$ cat config.mk
export PLATFORM = sky130hd
export DESIGN_NAME = deb_ext_bus
export DESIGN_NICKNAME = d
export VERILOG_FILES = /design/src/deb_pkg.sv /design/src/deb_pin_sync.sv /design/src/deb_ext_bus.sv
export SDC_FILE = /design/constraint.sdc
export NUM_CORES = 1
export LEC_CHECK = 0
export ABC_AREA = 1
export BUFFER_PORTS_ARGS = -buffer_cell sky130_fd_sc_hd__buf_2
export CELL_PAD_IN_SITES_DETAIL_PLACEMENT = 0
export CELL_PAD_IN_SITES_GLOBAL_PLACEMENT = 1
export CORE_MARGIN = 5
export CORE_UTILIZATION = 42
export DETAILED_ROUTE_END_ITERATION = 7
export GPL_TIMING_DRIVEN = 0
export PLACE_DENSITY_LB_ADDON = 0.12
export SYNTH_ARGS = -nofsm -noshare
export SYNTH_HDL_FRONTEND = slang
export SYNTH_SLANG_ARGS = --single-unit
$ cat constraint.sdc
create_clock -name sys_clk -period 6.05 [get_ports sys_clk]
set_clock_uncertainty 0.1 [all_clocks]
set_input_delay 0.9075 -clock sys_clk [delete_from_list [all_inputs] [get_ports sys_clk]]
set_output_delay 0.9075 -clock sys_clk [all_outputs]
set_load 0.01 [all_outputs]
$ cat src/deb_pkg.sv
// Shared constants and types for the external bus and interrupt pin block.
// Assumes one core clock; users write deb_pkg::name.
package deb_pkg;

  // Widths of the external bus
  localparam int ADDR_W = 20;
  localparam int LOW_ADDR_W = 16;
  localparam int DATA_W = 16;
  localparam int NUM_IRQ = 4;

  // Register offsets on the plain register port
  localparam logic [7:0] OFF_BANK_SWITCH_CTRL = 8'h00;
  localparam logic [7:0] OFF_IRQ_MASK = 8'h04;
  localparam logic [7:0] OFF_IRQ_PENDING = 8'h08;
  localparam logic [7:0] OFF_CORE_CTRL = 8'h0c;
  localparam logic [7:0] OFF_BUS_STATUS = 8'h10;

  // Bank switch control fields
  localparam int BANK_SWITCH_CTRL_REG_KEEPER_BIT = 0;
  localparam int BANK_SWITCH_CTRL_REG_WAIT_LSB = 1;
  localparam int WAIT_W = 3;
  // Core control fields
  localparam int CTRL_GID_BIT = 0;
  // Pending register: bits 3..0 external, bit 4 non-maskable
  localparam int PEND_NMI_BIT = 4;
  localparam int PEND_W = 5;

  // Reset values
  localparam logic RST_KEEPER_EN = 1'b0;
  localparam logic [2:0] RST_WAIT_STATES = 3'h0;
  localparam logic [3:0] RST_IRQ_MASK = 4'h0;
  localparam logic RST_GID = 1'b1;

  // Ready is only looked at with at least this many software wait states
  localparam logic [2:0] READY_MIN_WAIT = 3'h2;

  // Vector locations in program space
  localparam logic [15:0] VEC_EXT_BASE = 16'hffc0;
  localparam logic [15:0] VEC_NMI = 16'hff88;
  localparam int VEC_STRIDE_SHIFT = 2;

  // External address spaces
  typedef enum logic [1:0] {SPACE_PROG, SPACE_DATA, SPACE_IO} deb_space_t;

  // Access sequencer states
  typedef enum logic [1:0] {ST_IDLE, ST_ADDR, ST_WAIT, ST_END} deb_state_t;

endpackage

$ cat src/deb_pin_sync.sv
// Two-stage synchroniser for a group of pin inputs.
// Assumes asynchronous pins; only the second stage is read.
`timescale 1ns/1ns
`default_nettype none
module deb_pin_sync #(
  parameter int WIDTH = 8,
  parameter logic [WIDTH-1:0] RST_VAL = '1
) (
  input wire logic sys_clk, // Core clock
  input wire logic rstn, // Asynchronous reset, active low
  input wire logic clkEn, // Freezes the stages while low
  input wire logic [WIDTH-1:0] pinIn, // Raw pin levels
  output logic [WIDTH-1:0] pinSync // Levels after two flip-flops
);

  typedef struct packed {
    logic [WIDTH-1:0] meta;
    logic [WIDTH-1:0] stable;
  } deb_sync_t;

  deb_sync_t s_q;
  deb_sync_t s_d;

  initial begin
    if (WIDTH < 1) $error("deb_pin_sync: WIDTH must be at least 1");
  end

  // Stage one feeds stage two and nothing else
  always_comb begin
    s_d = s_q;
    s_d.meta = pinIn;
    s_d.stable = s_q.meta;
  end

  always_ff @(posedge sys_clk or negedge rstn) begin
    if (!rstn) begin
      s_q <= {RST_VAL, RST_VAL};
    end else if (clkEn) begin
      s_q <= s_d;
    end
  end

  assign pinSync = s_q.stable;

endmodule
`default_nettype wire

$ cat src/deb_ext_bus.sv
// External parallel bus pins and external interrupt inputs of the DSP core.
// Assumes pins are asynchronous, the core issues accesses on a request port,
// and pads honour active-low drive enables.
//
// Function
// - Twenty address outputs; top four used only for program-space accesses.
// - Low sixteen address outputs are shared by program, data and I/O accesses.
// - Address outputs float in hold mode or while output-disable is low.
// - Sixteen-bit words move over one bidirectional data bus.
// - Data bus floats unless writing, and while reset or hold is asserted.
// - Data bus floats whenever output-disable is low, whatever the access.
// - Enabled keepers hold each data pin at its last level while undriven.
// - Keepers reset disabled; a bank switch control bit turns them on or off.
// - Acknowledge is asserted during vector fetch; vector goes on the low address.
// - Acknowledge output floats whenever output-disable is low.
// - Four maskable interrupts in fixed priority, gated by mask and global disable.
// - Each maskable request is visible in the pending register and cleared there.
// - The non-maskable input is taken regardless of global disable and mask.
// - The non-maskable interrupt fetches from its own dedicated vector.
// - Space selects idle high, low only during their own access while address is valid.
// - Memory strobe idles high, low only for program or data memory accesses.
// - Direction output stays high for read, low only during an external write.
// - Ready low stretches an access only with two or more software wait states; checked each cycle after them.
`timescale 1ns/1ns
`default_nettype none
module deb_ext_bus #(
  parameter int WAIT_W = deb_pkg::WAIT_W
) (
  input wire logic sys_clk, // Core clock, 10 MHz
  input wire logic rstn, // Asynchronous reset, active low
  input wire logic clkEn, // Freezes all state while low
  // Register port
  input wire logic [7:0] regAddr, // Byte address
  input wire logic [31:0] regWdata, // Write data
  input wire logic regWr, // Write strobe
  input wire logic regRd, // Read strobe
  output logic [31:0] regRdata, // Read data, cycle after the strobe
  output logic irqOut, // Level interrupt to the core
  // Core access request port
  input wire logic reqValid, // Access request
  input wire logic [1:0] reqSpace, // Target space, deb_space_t code
  input wire logic reqWrite, // 1 for write
  input wire logic [19:0] reqAddr, // Full access address
  input wire logic [15:0] reqWdata, // Write word
  output logic reqReady, // Sequencer can take a request
  output logic rspValid, // One-cycle completion pulse
  output logic [15:0] rspRdata, // Read word, valid with rspValid
  input wire logic irqTakeEn, // Core may take an interrupt now
  output logic vecTaken, // One-cycle pulse when a vector fetch ends
  output logic [15:0] vecAddr, // Vector address of the last fetch
  // Pins
  input wire logic reset_pin_n, // Reset pin, active low
  input wire logic outputDisableN, // Global output disable, active low
  input wire logic holdReqN, // Bus release request, active low
  output logic holdAckN, // Bus released, active low
  input wire logic ready, // External ready
  input wire logic ext_irq_0_n, // External interrupt 0, highest priority
  input wire logic ext_irq_1_n, // External interrupt 1
  input wire logic ext_irq_2_n, // External interrupt 2
  input wire logic ext_irq_3_n, // External interrupt 3
  input wire logic nmiN, // Non-maskable interrupt, falling edge
  output logic [19:0] addrOut, // Address pins
  output logic addrDrvN, // Address drive enable, low drives
  input wire logic [15:0] dataIn, // Data pin levels
  output logic [15:0] dataOut, // Data pin drive value
  output logic dataDrvN, // Data drive enable, low drives
  output logic bus_keeper_enable, // Keeper enable to the data pads
  output logic [15:0] keeperLevel, // Level the keepers hold
  output logic program_space_sel_n, // Program space select
  output logic data_space_sel_n, // Data space select
  output logic io_space_sel_n, // I/O space select
  output logic mem_strobe_n, // Memory strobe
  output logic io_access_strobe_n, // I/O strobe
  output logic readWriteN, // High read, low write
  output logic ctlDrvN, // Control pins drive enable, low drives
  output logic irq_acknowledge_n, // Vector fetch acknowledge
  output logic iackDrvN // Acknowledge drive enable, low drives
);

  localparam int SYNC_W = 9 + deb_pkg::DATA_W;

  typedef struct packed {
    deb_pkg::deb_state_t state;
    logic [WAIT_W-1:0] waitCnt;
    logic [19:0] addr;
    logic [15:0] wdata;
    logic write;
    deb_pkg::deb_space_t space;
    logic vecFetch;
    logic [deb_pkg::PEND_W-1:0] vecBit;
    logic keeperEn;
    logic [WAIT_W-1:0] waitStates;
    logic [3:0] irqMask;
    logic [deb_pkg::PEND_W-1:0] pending;
    logic globalIrqDisable;
    logic [deb_pkg::PEND_W-1:0] irqPrev;
    logic holdMode;
    logic [31:0] regRdata;
    logic irqOut;
    logic reqReady;
    logic rspValid;
    logic [15:0] rspRdata;
    logic vecTaken;
    logic [15:0] vecAddr;
    logic [19:0] addrOut;
    logic addrDrvN;
    logic [15:0] dataOut;
    logic dataDrvN;
    logic [15:0] keeperLevel;
    logic psN;
    logic dsN;
    logic isN;
    logic mstrbN;
    logic iostrbN;
    logic rwN;
    logic ctlDrvN;
    logic iackN;
    logic iackDrvN;
  } deb_bus_t;

  deb_bus_t s_q;
  deb_bus_t s_d;

  logic [SYNC_W-1:0] pinRaw;
  logic [SYNC_W-1:0] pinSync;
  logic [deb_pkg::PEND_W-1:0] irqSync;
  logic readySync;
  logic holdSync;
  logic resetPinSync;
  logic outDisSync;
  logic [15:0] dataSync;

  initial begin
    if (WAIT_W < 2 || WAIT_W > 8) $error("deb_ext_bus: WAIT_W must lie in 2..8");
  end

  // All asynchronous pins pass two flip-flops first
  assign pinRaw = {dataIn, outputDisableN, reset_pin_n, holdReqN, ready, nmiN,
                   ext_irq_3_n, ext_irq_2_n, ext_irq_1_n, ext_irq_0_n};

  deb_pin_sync #(
    .WIDTH(SYNC_W),
    .RST_VAL({SYNC_W{1'b1}})
  ) u_pin_sync (
    .sys_clk(sys_clk),
    .rstn(rstn),
    .clkEn(clkEn),
    .pinIn(pinRaw),
    .pinSync(pinSync)
  );

  // Unpack the synchronised pin group
  assign irqSync = pinSync[4:0];
  assign readySync = pinSync[5];
  assign holdSync = ~pinSync[6];
  assign resetPinSync = ~pinSync[7];
  assign outDisSync = ~pinSync[8];
  assign dataSync = pinSync[SYNC_W-1:9];

  // Next-state logic for the whole block
  always_comb begin
    logic [deb_pkg::PEND_W-1:0] irqFall;
    logic [deb_pkg::PEND_W-1:0] clrBits;
    logic [3:0] eligible;
    logic takeIrq;
    logic [deb_pkg::PEND_W-1:0] pick;
    logic [15:0] pickVec;
    logic floatCtl;
    logic accessOn;
    logic waitDone;
    irqFall = '0;
    clrBits = '0;
    eligible = '0;
    takeIrq = 1'b0;
    pick = '0;
    pickVec = '0;
    floatCtl = 1'b0;
    accessOn = 1'b0;
    waitDone = 1'b0;
    s_d = s_q;
    s_d.rspValid = 1'b0;
    s_d.vecTaken = 1'b0;
    s_d.regRdata = '0;

    // Falling edges of synchronised interrupt pins
    irqFall = s_q.irqPrev & ~irqSync;
    s_d.irqPrev = irqSync;

    // Register writes; pending bits clear by writing one
    if (regWr) begin
      if (regAddr == deb_pkg::OFF_BANK_SWITCH_CTRL) begin
        s_d.keeperEn = regWdata[deb_pkg::BANK_SWITCH_CTRL_REG_KEEPER_BIT];
        s_d.waitStates = regWdata[deb_pkg::BANK_SWITCH_CTRL_REG_WAIT_LSB +: WAIT_W];
      end else if (regAddr == deb_pkg::OFF_IRQ_MASK) begin
        s_d.irqMask = regWdata[3:0];
      end else if (regAddr == deb_pkg::OFF_IRQ_PENDING) begin
        clrBits = regWdata[deb_pkg::PEND_W-1:0];
      end else if (regAddr == deb_pkg::OFF_CORE_CTRL) begin
        s_d.globalIrqDisable = regWdata[deb_pkg::CTRL_GID_BIT];
      end
    end

    // Reads answer next cycle; unmapped read zero
    if (regRd) begin
      if (regAddr == deb_pkg::OFF_BANK_SWITCH_CTRL) begin
        s_d.regRdata[deb_pkg::BANK_SWITCH_CTRL_REG_KEEPER_BIT] = s_q.keeperEn;
        s_d.regRdata[deb_pkg::BANK_SWITCH_CTRL_REG_WAIT_LSB +: WAIT_W] = s_q.waitStates;
      end else if (regAddr == deb_pkg::OFF_IRQ_MASK) begin
        s_d.regRdata[3:0] = s_q.irqMask;
      end else if (regAddr == deb_pkg::OFF_IRQ_PENDING) begin
        s_d.regRdata[deb_pkg::PEND_W-1:0] = s_q.pending;
      end else if (regAddr == deb_pkg::OFF_CORE_CTRL) begin
        s_d.regRdata[deb_pkg::CTRL_GID_BIT] = s_q.globalIrqDisable;
      end else if (regAddr == deb_pkg::OFF_BUS_STATUS) begin
        s_d.regRdata[1:0] = s_q.state;
        s_d.regRdata[2] = s_q.holdMode;
        s_d.regRdata[3] = s_q.vecFetch;
      end
    end

    // Fixed priority: non-maskable first, then input 0 down to 3
    eligible = s_q.pending[3:0] & s_q.irqMask & {4{~s_q.globalIrqDisable}};
    if (s_q.pending[deb_pkg::PEND_NMI_BIT]) begin
      pick[deb_pkg::PEND_NMI_BIT] = 1'b1;
      pickVec = deb_pkg::VEC_NMI;
    end else begin
      for (int i = deb_pkg::NUM_IRQ - 1; i >= 0; i--) begin
        if (eligible[i]) begin
          pick = '0;
          pick[i] = 1'b1;
          pickVec = deb_pkg::VEC_EXT_BASE + 16'(i << deb_pkg::VEC_STRIDE_SHIFT);
        end
      end
    end
    takeIrq = irqTakeEn && (pick != '0);

    // Hold mode is entered only between accesses
    if (s_q.state == deb_pkg::ST_IDLE) begin
      s_d.holdMode = holdSync;
    end

    // Access sequencer
    case (s_q.state)
      deb_pkg::ST_IDLE: begin
        if (!s_q.holdMode && !holdSync && !resetPinSync) begin
          if (takeIrq) begin
            // Vector fetch is a program read at the low address
            s_d.state = deb_pkg::ST_ADDR;
            s_d.vecFetch = 1'b1;
            s_d.vecBit = pick;
            s_d.addr = {4'h0, pickVec};
            s_d.space = deb_pkg::SPACE_PROG;
            s_d.write = 1'b0;
            s_d.globalIrqDisable = 1'b1;
            clrBits = clrBits | pick;
          end else if (reqValid && s_q.reqReady) begin
            s_d.state = deb_pkg::ST_ADDR;
            s_d.vecFetch = 1'b0;
            s_d.space = deb_pkg::deb_space_t'(reqSpace);
            s_d.write = reqWrite;
            s_d.wdata = reqWdata;
            // Upper four bits only reach the pins for program space
            s_d.addr = (reqSpace == deb_pkg::SPACE_PROG) ? reqAddr : {4'h0, reqAddr[15:0]};
          end
        end
      end
      deb_pkg::ST_ADDR: begin
        s_d.state = deb_pkg::ST_WAIT;
        s_d.waitCnt = s_q.waitStates;
      end
      deb_pkg::ST_WAIT: begin
        if (s_q.waitCnt != '0) begin
          s_d.waitCnt = s_q.waitCnt - 1'b1;
        end else begin
          // Ready looked at once software wait states are spent, only if there are at least READY_MIN_WAIT
          waitDone = (s_q.waitStates < WAIT_W'(deb_pkg::READY_MIN_WAIT)) || readySync;
          if (waitDone) begin
            s_d.state = deb_pkg::ST_END;
          end
        end
      end
      deb_pkg::ST_END: begin
        s_d.state = deb_pkg::ST_IDLE;
        s_d.rspRdata = dataSync;
        if (s_q.vecFetch) begin
          s_d.vecTaken = 1'b1;
          s_d.vecAddr = s_q.addr[15:0];
        end else begin
          s_d.rspValid = 1'b1;
        end
        s_d.vecFetch = 1'b0;
      end
      default: begin
        s_d.state = deb_pkg::ST_IDLE;
      end
    endcase

    // Reset pin aborts any access in flight
    if (resetPinSync) begin
      s_d.state = deb_pkg::ST_IDLE;
      s_d.vecFetch = 1'b0;
    end

    // Set wins over a same-cycle clear
    s_d.pending = (s_q.pending & ~clrBits) | irqFall;
    s_d.irqOut = |(s_d.pending[3:0] & s_d.irqMask) || s_d.pending[deb_pkg::PEND_NMI_BIT];
    s_d.reqReady = (s_d.state == deb_pkg::ST_IDLE) && !s_d.holdMode && !holdSync && !resetPinSync;

    // Pin outputs, registered from the next state
    accessOn = (s_d.state == deb_pkg::ST_ADDR) || (s_d.state == deb_pkg::ST_WAIT);
    floatCtl = s_d.holdMode || outDisSync;
    s_d.addrOut = s_d.addr;
    s_d.addrDrvN = floatCtl;
    s_d.ctlDrvN = floatCtl;
    s_d.psN = !(accessOn && s_d.space == deb_pkg::SPACE_PROG);
    s_d.dsN = !(accessOn && s_d.space == deb_pkg::SPACE_DATA);
    s_d.isN = !(accessOn && s_d.space == deb_pkg::SPACE_IO);
    s_d.mstrbN = !(accessOn && s_d.space != deb_pkg::SPACE_IO);
    s_d.iostrbN = !(accessOn && s_d.space == deb_pkg::SPACE_IO);
    s_d.rwN = !(accessOn && s_d.write);
    s_d.dataOut = s_d.wdata;
    // Drive data only for a write, never in reset, hold or output-disable
    s_d.dataDrvN = !(accessOn && s_d.write) || resetPinSync || holdSync || s_d.holdMode || outDisSync;
    s_d.iackN = !(accessOn && s_d.vecFetch);
    s_d.iackDrvN = outDisSync;

    // Keeper level tracks what was driven, else, with keepers enabled, what the pins last showed
    if (!s_q.dataDrvN) begin
      s_d.keeperLevel = s_q.dataOut;
    end else if (s_q.keeperEn) begin
      s_d.keeperLevel = dataSync;
    end
  end

  // State register; reset idles pins, floats data
  always_ff @(posedge sys_clk or negedge rstn) begin
    if (!rstn) begin
      s_q <= '0;
      s_q.state <= deb_pkg::ST_IDLE;
      s_q.space <= deb_pkg::SPACE_PROG;
      s_q.keeperEn <= deb_pkg::RST_KEEPER_EN;
      s_q.waitStates <= WAIT_W'(deb_pkg::RST_WAIT_STATES);
      s_q.irqMask <= deb_pkg::RST_IRQ_MASK;
      s_q.globalIrqDisable <= deb_pkg::RST_GID;
      s_q.irqPrev <= '1;
      s_q.addrDrvN <= 1'b0;
      s_q.dataDrvN <= 1'b1;
      s_q.psN <= 1'b1;
      s_q.dsN <= 1'b1;
      s_q.isN <= 1'b1;
      s_q.mstrbN <= 1'b1;
      s_q.iostrbN <= 1'b1;
      s_q.rwN <= 1'b1;
      s_q.iackN <= 1'b1;
    end else if (clkEn) begin
      s_q <= s_d;
    end
  end

  // Outputs straight from the state register
  assign regRdata = s_q.regRdata;
  assign irqOut = s_q.irqOut;
  assign reqReady = s_q.reqReady;
  assign rspValid = s_q.rspValid;
  assign rspRdata = s_q.rspRdata;
  assign vecTaken = s_q.vecTaken;
  assign vecAddr = s_q.vecAddr;
  assign holdAckN = ~s_q.holdMode;
  assign addrOut = s_q.addrOut;
  assign addrDrvN = s_q.addrDrvN;
  assign dataOut = s_q.dataOut;
  assign dataDrvN = s_q.dataDrvN;
  assign bus_keeper_enable = s_q.keeperEn;
  assign keeperLevel = s_q.keeperLevel;
  assign program_space_sel_n = s_q.psN;
  assign data_space_sel_n = s_q.dsN;
  assign io_space_sel_n = s_q.isN;
  assign mem_strobe_n = s_q.mstrbN;
  assign io_access_strobe_n = s_q.iostrbN;
  assign readWriteN = s_q.rwN;
  assign ctlDrvN = s_q.ctlDrvN;
  assign irq_acknowledge_n = s_q.iackN;
  assign iackDrvN = s_q.iackDrvN;

endmodule
`default_nettype wire

==> results_dict.tcl, run 1 <==
set metrics [dict create \
    rows 53 \
    cts.htree.levels 4 \
    first_pass_iters 5 \
    drtIter0Drc 399 \
    hold_viol_final 0 \
    synth_warnings 0 \
    vias 6904 \
    cp_max_fo 10 \
    final_util_pct 52.1 \
    max_slew_margin_pct 54.4 \
    synthArstFlopShare_pct 100 \
    finalWirelength_um 22500 \
    synth_edf_count 0 \
    grt_overflow 0 \
    path_class "reg2reg" \
    nets 1341 \
    crit_path_end_kind "register" \
    ios 244 \
    grt_max_degree 99 \
    fin_cells 1512 \
    leakagePower_nw 5.69 \
    syn_area_um2 8860 \
    clk_pin_slew_worst_paths_ns 0.07 \
    layout_commonest_cell "nand2_1" \
    gp_congestion 0.887 \
    start_kind "register" \
    fin_tns_setup_ns 0 \
    ctsResizeCount 0 \
    port_buffers 188 \
    power_w 0.00311 \
    grt_util_all_layers_pct 18.6 \
    worstMarginPinSlew_ns 0.683 \
    coreArea_um2 20900 \
    cts_tree "built" \
    place_inst 1479 \
    die_area_um2 24100 \
    finalCritPeriodShare_pct 42.2 \
    postRouteAntennaNets 0 \
    clk_latency_ns 0.42 \
    cp.required_ns 6.31 \
    drive_above_1_share_pct 36.6 \
    cts_made_buffers 17 \
    rsz0062_at_grt "no" \
    ctsHoldBuffers 0 \
    period_needed_ns 2.55 \
    status "finished clean" \
    grt_first_pass_wirelength_um 35700 \
    drv_cap 0 \
    ys_seq_area_share_pct 52.0 \
    fmax_ghz 0.392 \
    syn_avg_cell_area_um2 8.96 \
    grt_pass1_vias 6791 \
    final.fill_count 2130 \
    worstPathArrival_ns 2.81 \
    synth_cell_type_count 40 \
    ys_ff_latch 181 \
    initial_core_util_pct 42.4 \
    drc_errors 0 \
    antenna_found_initial 1 \
    die_h_um 155 \
    routedWlPerCell_um 14.9 \
    synth-main-ff-cell "dfrtp_1" \
    cts_num_sinks 181 \
    p_per_area_nw_per_um2 286 \
    final_cell_mix "nand2_1 (267), buf_2 (191), buf_4 (118), dfrtp_1 (118), o21ai_0 (86)" \
    min_path_type "in2async" \
    die_width_um 155 \
    drv_slew 0 \
    cts_setup_buffers 0 \
    via_per_inst 4.57 \
    place_hpwl_um 17000 \
    clock-root-buffer "clkbuf_16" \
    setup_viol 0 \
    area_delta_synth_final_pct 22.7 \
    whs_ns 0.348 \
    syn_inst 989 \
    cts_buffer_depth 2 \
    ir_drop_uv 151 \
]
==> state kept, by name, summed over array words and instances (netlist names) <==
register,flops
vecTaken,1
data_space_sel_n,1
regRdata,5
mem_strobe_n,1
io_access_strobe_n,1
rspValid,1
dataOut,16
irq_acknowledge_n,1
bus_keeper_enable,1
vecAddr,16
ctlDrvN,1
u_pin_sync.s_d,25
irqOut,1
rspRdata,16
addrOut,20
readWriteN,1
reqReady,1
s_q,28
u_pin_sync.pinSync,25
dataDrvN,1
iackDrvN,1
keeperLevel,16
program_space_sel_n,1
==> critical path, cell delays in order (launching register included) <==
cell and delay, ns:
dfstp_2 0.59, nor2_1 0.08, nor2_2 0.16, nand3_2 0.14, nand2_4 0.17, nand2_2 0.10
nand2_1 0.10, nand2_1 0.06, nand2_1 0.06, nand2_1 0.07, ha_1 0.33, nand2_1 0.10
inv_1 0.16, nand3_1 0.10, o21ai_0 0.09, inv_1 0.06
==> routing by layer <==
| metal | global-route usage [%] | routed length, um | vias up |
|---|---|---|---|
| met4 | 5.46 | 351 | 0 |
| met2 | 28.3 | 9770 | 190 |
| met1 | 27.7 | 11400 | 3178 |
| met3 | 2.81 | 1050 | 22 |
| li1 | - | - | 3514 |
| met5 | 0 | 0 | - |
==> where the power goes <==
part	leakage (nW)	switching [W]	total (W)	internal, W
registers	2.20	0.0000887	0.00146	0.00137
clock network	0.279	0.000504	0.00110	0.000593
logic	3.21	0.000324	0.000561	0.000237
total	5.69	0.000917	0.00311	0.00220
==> logic make-up (layout without fill, tap and decap cells) <==
family,count (synthesis),in the layout,synth area share [%]
AOI/OAI and AO/OA,162,162,10.1
and+or+nand+nor,375,375,17.3
adders and majority gates,7,7,0.988
other,1,28,0.0423
buffers and inverters,234,455,15.2
muxes,29,29,4.36
DFF,181,181,52.0
==> cell usage after synthesis (3+ instances only) <==
| cell type | count | area [um^2] |
|---|---|---|
| buf_4 | 118 | 886 |
| clkbuf_1 | 26 | 97.6 |
| o21ai_0 | 86 | 430 |
| nand3_1 | 39 | 195 |
| dfrtp_1 | 118 | 2950 |
| o211ai_1 | 10 | 75.1 |
| nor2_1 | 49 | 184 |
| a21oi_1 | 26 | 130 |
| o21ai_1 | 5 | 25.0 |
| buf_6 | 3 | 33.8 |
| buf_1 | 3 | 11.3 |
| nand2_1 | 267 | 1000 |
| nor2_2 | 6 | 37.5 |
| inv_1 | 76 | 285 |
| nand4_1 | 3 | 18.8 |
| buf_2 | 4 | 20.0 |
| o21a_1 | 3 | 22.5 |
| mux2_4 | 16 | 240 |
| dfstp_2 | 63 | 1660 |
| a31oi_1 | 17 | 106 |
| ha_1 | 7 | 87.6 |
| o22ai_1 | 7 | 43.8 |
| a22oi_1 | 3 | 22.5 |
| mux2_2 | 13 | 146 |
==> cell type report <==
| class | instances | area, um^2 | area share [%] |
|---|---|---|---|
| flip-flops and latches | 181 | 4610 | 42.4 |
| clock buffers | 19 | 443 | 4.07 |
| clock inverters | 13 | 143 | 1.31 |
| diodes | 1 | 2.50 | 0.0230 |
| inverters | 80 | 300 | 2.76 |
| multi-input cells | 600 | 3010 | 27.6 |
| well taps | 275 | 344 | 3.16 |
| repair buffers | 189 | 978 | 9.00 |
| plain buffers | 154 | 1050 | 9.64 |
==> path summary, 6_finish.rpt <==
path	end	start	slack (ns)	cells past startpoint
worst min register to register	u_pin_sync.s_d[2]$_DFFE_PN1P_	u_pin_sync.s_d[2]$_DFFE_PN1P_	0.36	2
max in group asynchronous	u_pin_sync.pinSync[21]$_DFFE_PN1P_	rstn	4.59	2
worst min-delay path	s_q[148]$_DFFE_PN0P_	rstn	0.35	1
worst max register to register	io_access_strobe_n$_DFFE_PN1P_	s_q[137]$_DFFE_PN1P_	3.50	15
worst max-delay path	io_access_strobe_n$_DFFE_PN1P_	s_q[137]$_DFFE_PN1P_	3.50	15
min in group sys_clk	u_pin_sync.s_d[2]$_DFFE_PN1P_	u_pin_sync.s_d[2]$_DFFE_PN1P_	0.36	2
==> metrics by stage <==
| step | instance area (um^2) | setup WS, ns |
|---|---|---|
| floorplan | 8960 | 3.90 |
| global route | 10900 | 3.27 |
| global placement | 10200 | 0.977 |
| CTS | 10900 | 3.50 |
| detailed placement | 10300 | 3.41 |
| finish | 10900 | 3.50 |
Note: power is estimated with default switching activity, not from simulation.
==> run 2, diff against run 1 <==
ABC_AREA = 0   (was 1)
CORE_UTILIZATION = 41   (was 42)
clock period = 2.6 ns   (was 6.05 ns; I/O delays follow)
==> results_dict.tcl, run 2 <==
set metrics [dict create \
    synth_area_leaders "dfrtp_1 (34%), dfstp_2 (19%), mux2_2 (14%), buf_4 (10%), mux2i_1 (2.9%)" \
    yosysTopAreaCell "dfrtp_1" \
    final.fill_count 1970 \
    synth_most_common_cell "buf_4" \
    seq_area_um2 4610 \
    met1_length_um 10000 \
    clock-root-buffer "clkbuf_16" \
    largest_reg_flops 28 \
    finalCritPeriodShare_pct 95.7 \
    die_width_um 155 \
    syn_avg_cell_area_um2 12.0 \
    placed_cell_area_um2 10100 \
    synth_edf_count 0 \
    grt_first_pass_wirelength_um 33100 \
    ys_seq_area_share_pct 53.3 \
    place_hpwl_um 15400 \
    multiInputGateArea_um2 3130 \
    start_kind "register" \
    via_per_inst 4.76 \
    finalWirelength_um 20900 \
    synth_warnings 0 \
    synthArstFlopShare_pct 100 \
    reg2reg_depth 10 \
    gp_congestion 0.790 \
    setup_viol 0 \
    worstMarginPinSlew_ns 0.891 \
    wl_met3_um 1030 \
    clk_latency_ns 0.42 \
    initial_core_util_pct 41.4 \
    synth_top_area_share_pct 34.1 \
    drtIter0Drc 268 \
    status "finished clean" \
    antenna_found_initial 0 \
    routed-wl-met2_um 9570 \
    cp_max_fo 6 \
    layout_commonest_cell "buf_2" \
    min_to "addrOut[16]$_DFFE_PN0P_" \
    coreArea_um2 20900 \
    path_class "reg2reg" \
    crit_path_end_kind "register" \
    worstPathArrival_ns 2.74 \
    period_needed_ns 2.49 \
    first_pass_iters 4 \
    synth_common_cells "buf_4 (121), dfrtp_1 (118), mux2_2 (107)" \
    synth_cell_type_count 54 \
    syn_area_um2 8650 \
    syn_inst 724 \
    nets 1084 \
    final_cell_mix "buf_2 (191), buf_4 (131), dfrtp_1 (116)" \
    routedWlPerCell_um 16.6 \
    power_w 0.00878 \
    area_delta_synth_final_pct 24.7 \
    r2r_end "data_space_sel_n$_DFFE_PN1P_" \
    die_area_um2 24100 \
    rows 53 \
    min_path_cells 2 \
    dr.max_layer_used "met4" \
    hold_viol_final 0 \
    cts.htree.levels 4 \
    min_from "reqAddr[16]" \
    die_h_um 155 \
    max_slew_margin_pct 40.6 \
    grt_util_all_layers_pct 17.4 \
    ios 244 \
    grt_overflow 0 \
    postRouteAntennaNets 0 \
    port_buffers 187 \
    cts_tree "built" \
    rrSetupSlack_ns 0.11 \
    timing.final.ws_setup_ns 0.111 \
    drv_cap 0 \
    rsz0062_at_grt "yes" \
    min_path_type "in2reg" \
    vias 5974 \
    drc_errors 0 \
    regMostFlops "s_q" \
    synth-main-ff-cell "dfrtp_1" \
    fin_tns_setup_ns 0 \
    drv_slew 0 \
    drive_above_1_share_pct 55.6 \
    r2r_start "s_q[143]$_DFFE_PN0P_" \
    cts_made_buffers 17 \
    grt_pass1_vias 6021 \
    cts_num_sinks 181 \
    cts_buffer_depth 2 \
    clk_pin_slew_worst_paths_ns 0.07 \
    grt_max_degree 118 \
    fmax_ghz 0.402 \
    leakagePower_nw 5.47 \
    final_area_um2 10800 \
    ys_ff_latch 181 \
    n_antenna_cell 0 \
    p_per_area_nw_per_um2 814 \
    ir_drop_uv 463 \
    cp.required_ns 2.86 \
    place_ws_ns -0.397 \
]
-- run 2: repair_timing --
action	CTS	global route
buffers inserted	5	4
gates resized for setup	5	16
gates cloned	0	0
setup endpoints to repair	19	23
hold buffers	1	0
pin swaps	5	3
hold endpoints to repair	34	0
-- run 2: per-stage QoR --
stage / hold slack [ns] / util, % / std cells
2_1_floorplan: -0.00559 / - / 750
3_3_place_gp: 0.362 / 48.0 / 1212
3_5_place_dp: 0.271 / 48.2 / 1213
4_1_cts: 0.0654 / 51.3 / 1250
5_1_grt: 0.0686 / 51.6 / 1254
6_report: 0.0820 / 51.6 / 1254
-- run 2: worst max-delay path by stage --
stage | from | slack (ns) | end | depth (start not counted)
final | s_q[143]$_DFFE_PN0P_ | 0.11 | data_space_sel_n$_DFFE_PN1P_ | 10
after global routing | s_q[145]$_DFFE_PN0P_ | -0.03 | data_space_sel_n$_DFFE_PN1P_ | 10
after CTS | s_q[145]$_DFFE_PN0P_ | 0.01 | data_space_sel_n$_DFFE_PN1P_ | 10
after detailed placement | s_q[143]$_DFFE_PN0P_ | -0.40 | data_space_sel_n$_DFFE_PN1P_ | 10
after global placement | rstn | -1.96 | addrOut[0]$_DFFE_PN0P_ | 1
after floorplan | s_q[143]$_DFFE_PN0P_ | 0.16 | data_space_sel_n$_DFFE_PN1P_ | 10
-- run 2: final cells by class --
class	instances	area share (%)
repair buffers	198	9.74
flip-flops and latches	181	42.7
multi-input cells	406	29.0
clock inverters	11	1.18
inverters	16	0.557
plain buffers	146	9.39
well taps	275	3.19
clock buffers	21	4.18
-- run 2: worst max-delay path, stage by stage, from the launching register on --
cell	delay (ns)
dfrtp_1	0.47
a22oi_2	0.28
a21oi_2	0.12
o21ai_4	0.18
a21oi_2	0.09
nor3_2	0.19
o21ai_0	0.12
ha_1	0.34
nand2_1	0.09
a221o_1	0.27
o22a_1	0.18
-- run 2: where the power goes --
part	total (W)	internal, W	switching (W)
registers	0.00380	0.00345	0.000359
clock network	0.00255	0.00145	0.00110
logic	0.00242	0.00129	0.00114
total	0.00878	0.00618	0.00260
-- run 2: kinds of logic (layout without fill, tap and decap cells) --
family	count (synthesis)	after routing	synth area share [%]
and+or+nand+nor	103	103	5.96
other	1	27	0.0433
DFF	181	181	53.3
AOI/OAI and AO/OA	136	136	10.4
buffers and inverters	163	392	12.4
muxes	133	133	16.9
adders and majority gates	7	7	1.01
-- run 2: routing by layer --
layer  track usage (%)  up-vias
met5                 0        -
met3              3.45       20
met1              25.3     2899
li1                  -     2902
met4              4.67        0
met2              26.8      153
==> run 3, diff against run 2 <==
ABC_AREA = 1   (was 0)
CORE_UTILIZATION = 35   (was 41)
clock period = 2.25 ns   (was 2.6 ns; I/O delays follow)
==> results_dict.tcl, run 3 (same netlist as run 1, synthesis figures left out) <==
set metrics [dict create \
    timing.final.ws_setup_ns -0.0189 \
    grt_util_all_layers_pct 16.8 \
    largest_reg_flops 28 \
    layout_commonest_cell "nand2_1" \
    cp_max_fo 6 \
    crit_path_end_kind "register" \
    violations "negative setup slack" \
    finalWirelength_um 24100 \
    routedWlPerCell_um 15.0 \
    placed_cell_area_um2 10400 \
    clk_latency_ns 0.43 \
    grt_max_degree 97 \
    worstPathArrival_ns 2.50 \
    die_h_um 169 \
    worstMarginPinSlew_ns 0.688 \
    fmax_ghz 0.441 \
    port_buffers 188 \
    place_hpwl_um 18200 \
    ir_drop_uv 346 \
    first_pass_iters 5 \
    nets 1376 \
    drc_errors 0 \
    grt_first_pass_wirelength_um 38200 \
    rsz0062_at_grt "yes" \
    cts_made_buffers 17 \
    vias 7104 \
    power.share.clock_pct 34.2 \
    hold_viol_final 0 \
    clock-root-buffer "clkbuf_16" \
    met1_usage_pct 25.1 \
    place_inst 1534 \
    gp_congestion 0.858 \
    cts_tree "built" \
    cp.required_ns 2.48 \
    cts_buffer_depth 2 \
    regMostFlops "s_q" \
    use_met3_pct 2.75 \
    ios 244 \
    min_path_type "in2reg" \
    fin_cells 1601 \
    grt.met2_usage_pct 24.8 \
    initial_core_util_pct 35.4 \
    seq_power_share_pct 46.1 \
    setup_viol 1 \
    reg2reg_depth 13 \
    die_width_um 169 \
    n_antenna_cell 0 \
    coreArea_um2 25000 \
    status "complete, but fails checks" \
    area_delta_synth_final_pct 28.6 \
    period_needed_ns 2.27 \
    postRouteAntennaNets 0 \
    final_cell_mix "nand2_1 (262), buf_2 (191), buf_4 (127)" \
    cts.htree.levels 4 \
    path_class "reg2reg" \
    leakagePower_nw 5.89 \
    drtIter0Drc 425 \
    final_area_um2 11400 \
    swShare_pct 29.9 \
    grt_pass1_vias 6907 \
    cts_num_sinks 181 \
    grt-busiest-layer "met1" \
    rows 58 \
    start_kind "register" \
    drv_slew 0 \
    antenna_found_initial 0 \
    pwr-share-comb_pct 19.7 \
    clk_pin_slew_worst_paths_ns 0.07 \
    p_per_area_nw_per_um2 748 \
    grt_overflow 0 \
    drv_cap 0 \
    min_path_cells 3 \
    drive_above_1_share_pct 38.2 \
    max_slew_margin_pct 54.1 \
    finalCritPeriodShare_pct 101 \
    die_area_um2 28600 \
    netSwitchingPower_w 0.00254 \
    internal-power_w 0.00598 \
    via_per_inst 4.44 \
]
[run 3: changes by cell type in the layout (fill, tap and decap cells not counted), sizes merged, moves of 25 or more]
cell   before  now
nand2      50  270
mux2      108   29
inv        18   85
o21ai      46   91
nand3       6   41
nor2       23   55
mux2i      25    0
[run 3: power groups by stage]
| stage | registers [W] | logic [W] | clock network (W) |
|---|---|---|---|
| after floorplan | 0.00390 | 0.000999 | 0 |
| after global placement | 0.00396 | 0.00150 | 0 |
| after detailed placement | 0.00397 | 0.00152 | 0 |
| after CTS | 0.00391 | 0.00160 | 0.00302 |
| after global routing | 0.00398 | 0.00190 | 0.00314 |
| final | 0.00393 | 0.00168 | 0.00292 |
[run 3: critical path, cell delays in order, from the launching register on]
cell     delay (ns)
dfstp_2        0.64
nor2_4         0.06
nor2_2         0.13
nand3_2        0.13
nand2_4        0.10
nand2_4        0.06
nand2_4        0.06
nand2_2        0.05
nand2_2        0.07
nand2_2        0.07
ha_4           0.31
nand3_4        0.09
nor3_4         0.20
a22oi_1        0.09
[run 3: per-stage QoR]
step	hold WS (ns)	TNS (ns)	worst slack [ns]	power (W)	utilization [%]
after detailed placement	0.273	-3.03	-0.322	0.00549	41.4
after global routing	0.0140	-0.381	-0.119	0.00902	45.5
after global placement	0.352	-356.07	-2.37	0.00547	41.2
after CTS	0.00312	-0.0621	-0.0559	0.00854	44.9
after floorplan	-0.0581	0	0.144	0.00490	-
final	0.0163	-0.0189	-0.0189	0.00852	45.5
[run 3: what timing repair did]
item | in CTS | in global routing
hold buffers | 24 | 0
pin swaps | 6 | 12
hold endpoints to repair | 61 | 0
setup endpoints to repair | 40 | 46
resized for setup | 9 | 32
buffers inserted | 5 | 6
[run 3: worst paths after layout]
path	endpoint	slack, ns	start
worst max-delay path	dataDrvN$_DFFE_PN1P_	-0.02	s_q[137]$_DFFE_PN1P_
worst min-delay path	u_pin_sync.s_d[20]$_DFFE_PN1P_	0.02	dataIn[11]
worst max register to register	dataDrvN$_DFFE_PN1P_	-0.02	s_q[137]$_DFFE_PN1P_
worst min register to register	u_pin_sync.s_d[8]$_DFFE_PN1P_	0.36	u_pin_sync.s_d[8]$_DFFE_PN1P_
max in group asynchronous	u_pin_sync.pinSync[9]$_DFFE_PN1P_	0.75	rstn
min in group asynchronous	vecAddr[14]$_DFFE_PN0P_	0.35	rstn
[run 3: metal layers]
metal,vias to the layer above,part of all wire [%],wire (um)
met5,-,0,0
li1,3597,-,-
met2,194,43,10300
met4,0,2.0,480
met1,3287,50,12000
met3,26,5.3,1280
[run 3: final cells by class]
type | instances | area [um^2]
fillers | 2580 | 13600
flip-flops and latches | 181 | 4610
multi-input cells | 600 | 3140
repair buffers | 224 | 1310
plain buffers | 154 | 1050
clock buffers | 21 | 472
well taps | 330 | 413
inverters | 80 | 303
clock inverters | 11 | 105
